<file path="src/core/ddc_pkg.sv">
// constants for the delay calibration and page policy block
package ddc_pkg;
  // register byte offsets
  localparam logic [7:0] ADDR_CTRL   = 8'h00;
  localparam logic [7:0] ADDR_RDSTAT = 8'h04;
  localparam logic [7:0] ADDR_WRSTAT = 8'h08;
  localparam logic [7:0] ADDR_OPER   = 8'h0c;
  localparam logic [7:0] ADDR_CMD    = 8'h10;
  // control register fields
  localparam int CTL_EN     = 0;
  localparam int CTL_LOAD   = 1;
  localparam int CTL_RDPH   = 2;
  localparam int CTL_WRPH   = 3;
  localparam int CTL_DLY_LO = 8;
  localparam int CTL_RO_LO  = 16;
  localparam int CTL_WO_LO  = 24;
  // status fields
  localparam int ST_OVF = 8;
  localparam int ST_UDF = 9;
  // operation register fields
  localparam int OP_DDR    = 0;
  localparam int OP_POL_LO = 1;
  localparam int OP_TMO_LO = 8;
  // command register fields
  localparam int CMD_DPD_IN  = 0;
  localparam int CMD_DPD_OUT = 1;
  // reset values
  localparam logic [31:0] CTRL_RST = 32'h0000_8000;
  localparam logic [31:0] OPER_RST = 32'h0000_0400;
  // counter limits and time-out scaling
  localparam logic [7:0] CNT_MAX  = 8'hff;
  localparam logic [7:0] CNT_MIN  = 8'h00;
  localparam logic [7:0] CNT_RST  = 8'h80;
  localparam logic [8:0] TMO_MUL  = 9'h004;
  localparam logic [8:0] TMO_ADD  = 9'h003;
  localparam int         NBANK    = 4;
  // row closing policies
  typedef enum logic [1:0] {
    DDC_KEEP_OPEN, DDC_CLOSE_AFTER, DDC_TIMED_CLOSE
  } ddc_policy_e;
endpackage

</file>
<file path="src/core/ddc_top.sv">
// delay calibration loops and row closing policy with apb registers
// How it works
// - phase select bit picks 72 or 90 degree nominal delay
// - counter takes a software preload value, as start or fixed
// - holding load with enable keeps the programmed delay fixed
// - preload acts only while enabled, enable held one cycle
// - clearing enable freezes counter, setting it resumes tracking
// - read and write offsets are 6-bit signed, +31 to -32
// - each loop has status with counter, overflow, underflow
// - overflow sets at count 255, underflow at count zero
// - writing enable to zero clears both flags
// - operation register selects memory type and one of three policies
// - keep-open tracks open row per bank, miss precharges, activates
// - close-after-access precharges after every read or write
// - timed close has one reloading row counter per bank
// - row time-out is programmed value times four plus three
// - command register issues deep power-down entry and exit
// - loop drives a continuously updated 8-bit code to delay lines
// - read loop feeds two strobe lines, write loop one data line
`timescale 1ns/1ns
module ddc_top (
  input  wire logic        i_clk_sys,
  input  wire logic        i_rst_n,
  input  wire logic        psel,
  input  wire logic        penable,
  input  wire logic        pwrite,
  input  wire logic [7:0]  paddr,
  input  wire logic [31:0] pwdata,
  output logic [31:0]      prdata,
  output logic             pready,
  output logic             pslverr,
  input  wire logic        i_rd_pd_up,
  input  wire logic        i_rd_pd_dn,
  input  wire logic        i_wr_pd_up,
  input  wire logic        i_wr_pd_dn,
  output logic [7:0]       o_rd_dl_hi_code,
  output logic [7:0]       o_rd_dl_lo_code,
  output logic [7:0]       o_wr_dl_code,
  output logic             o_rd_phase_90,
  output logic             o_wr_phase_90,
  output logic             o_ddr_mode,
  input  wire logic        i_acc_valid,
  input  wire logic [1:0]  i_acc_bank,
  input  wire logic [12:0] i_acc_row,
  input  wire logic        i_sdram_tick,
  output logic             o_row_hit,
  output logic             o_need_pre,
  output logic             o_need_act,
  output logic             o_pre_after,
  output logic [3:0]       o_close_req,
  output logic             o_dpd_enter,
  output logic             o_dpd_exit
);
  // ------------------------------------------------------------
  // helpers
  // ------------------------------------------------------------
  // saturating sum of code and signed offset
  function automatic logic [7:0] add_ofs(input logic [7:0] c,
                                         input logic [5:0] o);
    logic [9:0] s;
    s = {2'b00, c} + {{4{o[5]}}, o};
    if (s[9])
      add_ofs = ddc_pkg::CNT_MIN;
    else if (s[8])
      add_ofs = ddc_pkg::CNT_MAX;
    else
      add_ofs = s[7:0];
  endfunction
  // one tracking step, stops at the ends instead of wrapping
  function automatic logic [7:0] step(input logic [7:0] c,
                                      input logic up, input logic dn);
    step = c;
    if (up && !dn && c != ddc_pkg::CNT_MAX)
      step = c + 8'h01;
    else if (dn && !up && c != ddc_pkg::CNT_MIN)
      step = c - 8'h01;
  endfunction

  // ------------------------------------------------------------
  // apb decode and registers
  // ------------------------------------------------------------
  logic [31:0] ctrl_r;
  logic [31:0] oper_r;
  logic [7:0]  rd_cnt_r;
  logic [7:0]  wr_cnt_r;
  logic [1:0]  rd_flg_r;
  logic [1:0]  wr_flg_r;
  logic        dpd_r;
  logic        wr_en;
  logic        hit_map;
  logic        en_off_wr;
  logic        calib_enable;
  logic        load_force;
  logic [7:0]  delay_val;
  logic [6:0]  tmo_prog;
  logic [8:0]  tmo_load;
  ddc_pkg::ddc_policy_e policy;

  assign hit_map = paddr inside {ddc_pkg::ADDR_CTRL, ddc_pkg::ADDR_RDSTAT,
      ddc_pkg::ADDR_WRSTAT, ddc_pkg::ADDR_OPER, ddc_pkg::ADDR_CMD};
  assign pready  = 1'b1;
  assign pslverr = psel && penable && !hit_map;
  assign wr_en   = psel && penable && pwrite && hit_map;
  // writing the enable low wipes the sticky loop flags
  assign en_off_wr = wr_en && paddr == ddc_pkg::ADDR_CTRL &&
                     !pwdata[ddc_pkg::CTL_EN];
  assign calib_enable = ctrl_r[ddc_pkg::CTL_EN];
  assign load_force   = ctrl_r[ddc_pkg::CTL_LOAD];
  assign delay_val    = ctrl_r[ddc_pkg::CTL_DLY_LO +: 8];
  assign policy   = ddc_pkg::ddc_policy_e'(oper_r[ddc_pkg::OP_POL_LO +: 2]);
  assign tmo_prog = oper_r[ddc_pkg::OP_TMO_LO +: 7];
  // effective time-out in sdram clocks
  assign tmo_load = {2'b00, tmo_prog} * ddc_pkg::TMO_MUL
                    + ddc_pkg::TMO_ADD;

  // software writable registers
  always_ff @(posedge i_clk_sys or negedge i_rst_n) begin
    if (!i_rst_n) begin
      ctrl_r <= ddc_pkg::CTRL_RST;
      oper_r <= ddc_pkg::OPER_RST;
    end else if (wr_en) begin
      if (paddr == ddc_pkg::ADDR_CTRL)
        ctrl_r <= pwdata;
      if (paddr == ddc_pkg::ADDR_OPER)
        oper_r <= {17'h0, pwdata[14:8], 5'h0, pwdata[2:0]};
    end
  end

  // read data is captured in the setup cycle, so it is a flop output
  always_ff @(posedge i_clk_sys or negedge i_rst_n) begin
    if (!i_rst_n)
      prdata <= 32'h0;
    else if (psel && !penable) begin
      case (paddr)
        ddc_pkg::ADDR_CTRL:   prdata <= ctrl_r;
        ddc_pkg::ADDR_RDSTAT: prdata <= {22'h0, rd_flg_r, rd_cnt_r};
        ddc_pkg::ADDR_WRSTAT: prdata <= {22'h0, wr_flg_r, wr_cnt_r};
        ddc_pkg::ADDR_OPER:   prdata <= oper_r;
        ddc_pkg::ADDR_CMD:    prdata <= {31'h0, dpd_r};
        default:              prdata <= 32'h0;
      endcase
    end
  end

  // ------------------------------------------------------------
  // deep power-down commands
  // ------------------------------------------------------------
  // one-cycle command pulses; dpd_r shows the last command given
  always_ff @(posedge i_clk_sys or negedge i_rst_n) begin
    if (!i_rst_n) begin
      o_dpd_enter <= 1'b0;
      o_dpd_exit  <= 1'b0;
      dpd_r       <= 1'b0;
    end else begin
      o_dpd_enter <= wr_en && paddr == ddc_pkg::ADDR_CMD &&
                     pwdata[ddc_pkg::CMD_DPD_IN];
      o_dpd_exit  <= wr_en && paddr == ddc_pkg::ADDR_CMD &&
                     pwdata[ddc_pkg::CMD_DPD_OUT];
      dpd_r       <= o_dpd_enter || (dpd_r && !o_dpd_exit);
    end
  end

  // ------------------------------------------------------------
  // calibration loops
  // ------------------------------------------------------------
  // detector outputs come from the analog delay loop: two flops each
  logic [3:0] pd_s1_r;
  logic [3:0] pd_s2_r;
  always_ff @(posedge i_clk_sys or negedge i_rst_n) begin
    if (!i_rst_n) begin
      pd_s1_r <= 4'h0;
      pd_s2_r <= 4'h0;
    end else begin
      pd_s1_r <= {i_wr_pd_dn, i_wr_pd_up, i_rd_pd_dn, i_rd_pd_up};
      pd_s2_r <= pd_s1_r;
    end
  end

  // load beats tracking; a disabled loop holds its count
  always_ff @(posedge i_clk_sys or negedge i_rst_n) begin
    if (!i_rst_n) begin
      rd_cnt_r <= ddc_pkg::CNT_RST;
      wr_cnt_r <= ddc_pkg::CNT_RST;
    end else if (calib_enable) begin
      if (load_force) begin
        rd_cnt_r <= delay_val;
        wr_cnt_r <= delay_val;
      end else begin
        rd_cnt_r <= step(rd_cnt_r, pd_s2_r[0], pd_s2_r[1]);
        wr_cnt_r <= step(wr_cnt_r, pd_s2_r[2], pd_s2_r[3]);
      end
    end
  end

  // sticky flags {underflow, overflow}; a hit beats the clear
  always_ff @(posedge i_clk_sys or negedge i_rst_n) begin
    if (!i_rst_n) begin
      rd_flg_r <= 2'b00;
      wr_flg_r <= 2'b00;
    end else begin
      rd_flg_r <= (en_off_wr ? 2'b00 : rd_flg_r) |
                  {rd_cnt_r == ddc_pkg::CNT_MIN,
                   rd_cnt_r == ddc_pkg::CNT_MAX};
      wr_flg_r <= (en_off_wr ? 2'b00 : wr_flg_r) |
                  {wr_cnt_r == ddc_pkg::CNT_MIN,
                   wr_cnt_r == ddc_pkg::CNT_MAX};
    end
  end

  // delay line codes: offset applied, registered so lines see no glitch
  always_ff @(posedge i_clk_sys or negedge i_rst_n) begin
    if (!i_rst_n) begin
      o_rd_dl_hi_code <= ddc_pkg::CNT_RST;
      o_rd_dl_lo_code <= ddc_pkg::CNT_RST;
      o_wr_dl_code    <= ddc_pkg::CNT_RST;
      o_rd_phase_90   <= 1'b0;
      o_wr_phase_90   <= 1'b0;
      o_ddr_mode      <= 1'b0;
    end else begin
      o_rd_dl_hi_code <= add_ofs(rd_cnt_r,
                           ctrl_r[ddc_pkg::CTL_RO_LO +: 6]);
      o_rd_dl_lo_code <= add_ofs(rd_cnt_r,
                           ctrl_r[ddc_pkg::CTL_RO_LO +: 6]);
      o_wr_dl_code    <= add_ofs(wr_cnt_r,
                           ctrl_r[ddc_pkg::CTL_WO_LO +: 6]);
      o_rd_phase_90   <= ctrl_r[ddc_pkg::CTL_RDPH];
      o_wr_phase_90   <= ctrl_r[ddc_pkg::CTL_WRPH];
      o_ddr_mode      <= oper_r[ddc_pkg::OP_DDR];
    end
  end

  // ------------------------------------------------------------
  // row closing policy
  // ------------------------------------------------------------
  logic [3:0]  open_r;
  logic [12:0] row_r [ddc_pkg::NBANK];
  logic [8:0]  tmo_r [ddc_pkg::NBANK];
  logic        acc_open;
  logic        acc_match;
  assign acc_open  = open_r[i_acc_bank];
  assign acc_match = acc_open && row_r[i_acc_bank] == i_acc_row;

  // access answers: hit, or precharge then activate
  always_ff @(posedge i_clk_sys or negedge i_rst_n) begin
    if (!i_rst_n) begin
      o_row_hit   <= 1'b0;
      o_need_pre  <= 1'b0;
      o_need_act  <= 1'b0;
      o_pre_after <= 1'b0;
    end else begin
      o_row_hit   <= i_acc_valid && acc_match;
      o_need_pre  <= i_acc_valid && acc_open && !acc_match;
      o_need_act  <= i_acc_valid && !acc_match;
      o_pre_after <= i_acc_valid &&
                     policy == ddc_pkg::DDC_CLOSE_AFTER;
    end
  end

  // per bank open row and time-out; a new access wins over a close
  always_ff @(posedge i_clk_sys or negedge i_rst_n) begin
    if (!i_rst_n) begin
      open_r      <= 4'h0;
      o_close_req <= 4'h0;
      for (int b = 0; b < ddc_pkg::NBANK; b++) begin
        row_r[b] <= 13'h0;
        tmo_r[b] <= 9'h0;
      end
    end else begin
      for (int b = 0; b < ddc_pkg::NBANK; b++) begin
        o_close_req[b] <= 1'b0;
        if (i_acc_valid && i_acc_bank == 2'(b)) begin
          row_r[b]  <= i_acc_row;
          open_r[b] <= policy != ddc_pkg::DDC_CLOSE_AFTER;
          tmo_r[b]  <= tmo_load;
        end else if (policy == ddc_pkg::DDC_TIMED_CLOSE && open_r[b] &&
                     i_sdram_tick) begin
          if (tmo_r[b] == 9'h0) begin
            open_r[b]      <= 1'b0;
            o_close_req[b] <= 1'b1;
          end else
            tmo_r[b] <= tmo_r[b] - 9'h1;
        end else if (policy == ddc_pkg::DDC_CLOSE_AFTER)
          open_r[b] <= 1'b0;
      end
    end
  end
endmodule // ddc_top

</file>
<file path="config.mk">
export PLATFORM = sky130hd
export DESIGN_NAME = ddc_top
export DESIGN_NICKNAME = d
export VERILOG_FILES = /design/src/core/ddc_pkg.sv /design/src/core/ddc_top.sv
export SDC_FILE = /design/constraint.sdc
export NUM_CORES = 1
export LEC_CHECK = 0
export ABC_AREA = 1
export BUFFER_PORTS_ARGS = -buffer_cell sky130_fd_sc_hd__buf_2
export CAP_MARGIN = 20
export CORE_MARGIN = 2
export CORE_UTILIZATION = 30
export DETAILED_ROUTE_END_ITERATION = 16
export PLACE_DENSITY = 0.59
export SKIP_LAST_GASP = 1
export SYNTH_ARGS = -nofsm -noshare
export SYNTH_HDL_FRONTEND = slang
export SYNTH_SLANG_ARGS = --single-unit
</file>
<file path="constraint.sdc">
create_clock -name i_clk_sys -period 6.2 [get_ports i_clk_sys]
set_input_delay 1.24 -clock i_clk_sys [delete_from_list [all_inputs] [get_ports i_clk_sys]]
set_output_delay 1.24 -clock i_clk_sys [all_outputs]
set_load 0.005 [all_outputs]
</file>
==> flow_summary.toml <==
[timing]
relSlewSlack_pct = 31.8
hold_violations = 0
final.min_clock_period_ns = 3.55
setup_viol = 0
fin_crit_sh_pct = 57.3
setup_tns_ns = 0
max_freq_mhz = 282
worstMarginPinSlew_ns = 1.02
hold-worst-slack_ns = 0.343
skew_ns = 0.0121
maxSlewViolCount = 0
grt_setup_unrepaired = "false"

[setup_path]
path_max_fanout = 9
required_ns = 4.96
cp_slowest_cell = "nand3_2"
crit_path_max_incr_delay_ns = 0.18
path_cells = "buf_2 -> nor2_1 -> nand2_2 -> nor2_8 -> nand2_2 -> nand3_2 -> nor2_1 -> buf_2"
end_kind = "output port"
critical_path_arrival_ns = 2.31
crit_type = "in2out"
critPathLaunchType = "input pin"

[grt]
grt_pass1_wl_mm = 52.4
grt_pass1_vias = 9847
antenna_found_initial = 5
grt-ovfl-total = 0
grt_max_degree = 92
grt_usage_pct = 15.7

[cells_and_area]
syn_to_final_growth_pct = 16.3
fin_util_pct = 35.2
final_cells = 2189
finalNetCount = 1750
drive_above_1_share_pct = 14.6

[min_path]
hp-class = "reg2reg"

[drt]
wl_per_cell_um = 14.7
drt_iter0_drc = 544
drtAntennaViolNets = 0
drc = 0
vias = 10215
viasPerCell = 4.67
firstDrtPassIters = 7
routed_wl_mm = 32.3

[clock_network]
cts_buffers = 27
post_cts_resized = 0
post_cts_buffers = 0
cts_tree = "done"
cts_htree_levels = 1
cts.sinks = 224
clock-root-buffer = "clkbuf_16"
cts_buffer_depth = 3
ctsHoldBuffers = 0
clk_pin_slew_ns = 0.06
clk_latency_ns = 0.54

[floorplanning]
placementRows = 73
die_w_um = 204
core_area_um2 = 39500
dieHeight_um = 204
start_util_pct = 30.2
ios = 137
dieArea_um2 = 41500

[synthesis]
synth_largest_area_cell = "dfrtp_1"
yosysWarnings = 0
yosysSeqAreaShare_pct = 46.9
async_flop_share_pct = 100
yosysTopAreaCellShare_pct = 45.6
synth_edf_count = 0
ys_top_cells_by_area = "dfrtp_1 (46%), nand2_1 (15%), inv_1 (5.4%)"
synth.distinct_cells = 45
syn_inst = 1523
synth_flop_cell = "dfrtp_1"
syn_area_um2 = 12000
synth_nets = 1629
syn_area_per_cell_um2 = 7.85
synth-seq-cells = 224

[power]
p_switching_mw = 1.63
clkPwrFrac_pct = 32.5
comb_power_share_pct = 28.8
internal_power_mw = 3.09
ir_worst_vdd_uv = 221
cellPowerDensity_nw_per_um2 = 339
seq_power_share_pct = 38.7
swShare_pct = 34.5
p_leak_nw = 7.31

[placed_design]
placed_cells = 2140
hpwlAfterDp_mm = 23.4
routabilityCongestion = 0.893
port_buffers = 135

[run_status]
status = "completed"

[job]
cap_viol_max_count = 0
## final cells by class
cell class,count,area [um^2]
clock buffer,35,726
inverter,182,686
timing repair buffer,143,746
multi-input combinational,1066,5370
clock inverter,12,116
sequential,224,5610
antenna,2,5.00
tap,525,657
fill,4136,25600
## flip-flops by register name (all words and copies together) (netlist names), 2 cells and up
signal           cells
o_wr_dl_code         8
rd_flg_r             2
rd_cnt_r             8
row_r               52
tmo_r               36
o_close_req          4
ctrl_r              32
o_rd_dl_lo_code      8
prdata              32
wr_flg_r             2
oper_r              10
pd_s1_r              4
wr_cnt_r             8
pd_s2_r              4
open_r               4
## synth_stat cells, types with 4 or more instances
cell type / number
nor2_2: 11
buf_6: 6
nand4_1: 11
a21oi_2: 18
nor2_1: 108
nand2_1: 489
dfrtp_1: 218
o21ai_0: 103
o21bai_1: 9
ha_1: 36
o211ai_1: 14
inv_1: 171
nor3_1: 15
clkbuf_1: 18
xnor2_1: 8
a21oi_1: 30
a22oi_1: 10
dfstp_2: 6
xor2_1: 23
a31oi_1: 4
o31ai_1: 12
inv_2: 9
fa_1: 4
o21ai_1: 30
buf_4: 13
buf_2: 13
o22ai_1: 12
o221ai_1: 4
nand3_1: 90
## cells by family (layout without fill, tap and decap cells)
| logic type | count (synthesis) | after routing | synth area share [%] |
|---|---|---|---|
| other cells | 1 | 3 | 0.0314 |
| xor+xnor | 31 | 31 | 2.27 |
| flops | 224 | 224 | 46.9 |
| simple gates | 740 | 740 | 25.5 |
| fa+ha+maj | 40 | 40 | 4.44 |
| compound gates | 254 | 254 | 12.6 |
| buf+inv | 233 | 372 | 8.25 |
## power by group through the flow
| stage | sequential [mW] | combinational [mW] | clock (mW) |
|---|---|---|---|
| final | 1.82 | 1.36 | 1.53 |
| after global routing | 1.85 | 1.59 | 1.63 |
| after CTS | 1.83 | 1.37 | 1.57 |
| after detailed placement | 1.85 | 1.36 | 0 |
| after global placement | 1.85 | 1.34 | 0 |
| after floorplan | 1.80 | 1.02 | 0 |
## cell usage in the layout, fill, tap and decap left out, types with 10 or more instances in the layout
master,n
o22ai_1,12
inv_1,171
nor2_1,108
a21oi_1,30
nand2_1,489
o31ai_1,12
o21ai_0,103
a21oi_2,18
nor3_1,15
xor2_1,23
clkbuf_16,27
ha_1,36
a22oi_1,10
o211ai_1,14
nor2_2,11
nand3_1,90
buf_2,134
nand4_1,11
dfrtp_1,218
o21ai_1,30
## worst paths after layout
kind / start / endpoint / slack [ns] / cells past startpoint
worst max-delay path: paddr[5] / pslverr / 2.65 / 8
worst min-delay path: pd_s1_r[1] / pd_s2_r[1] / 0.34 / 0
worst max register to register: rd_cnt_r[0] / rd_cnt_r[6] / 3.47 / 16
worst min register to register: pd_s1_r[1] / pd_s2_r[1] / 0.34 / 0
max in group asynchronous: i_rst_n / wr_cnt_r[4] / 4.34 / 2
min in group asynchronous: i_rst_n / row_r[29] / 0.68 / 1
## stage by stage
| stage | instance area [um^2] | setup slack, ns | power (mW) |
|---|---|---|---|
| 2_1_floorplan | 12000 | 3.09 | 2.82 |
| 3_3_place_gp | 13100 | 2.58 | 3.19 |
| 3_5_place_dp | 13100 | 2.45 | 3.20 |
| 4_1_cts | 13900 | 2.64 | 4.77 |
| 5_1_grt | 13900 | 2.55 | 5.07 |
| 6_report | 13900 | 2.65 | 4.72 |
## metal layers
metal  global-route usage (%)  vias up  routed length [um]
li1                         -     5142                   -
met1                     21.8     4759               15100
met2                     24.3      250               14500
met3                     2.96       58                1760
met4                     5.42        6                 920
met5                        0        -                  37
## critical path: cells and delay by family
family / cells / cell delay [ns]
buf+inv: 2 / 0.22
simple gates: 6 / 0.86
(Power assumes the default switching activity.)
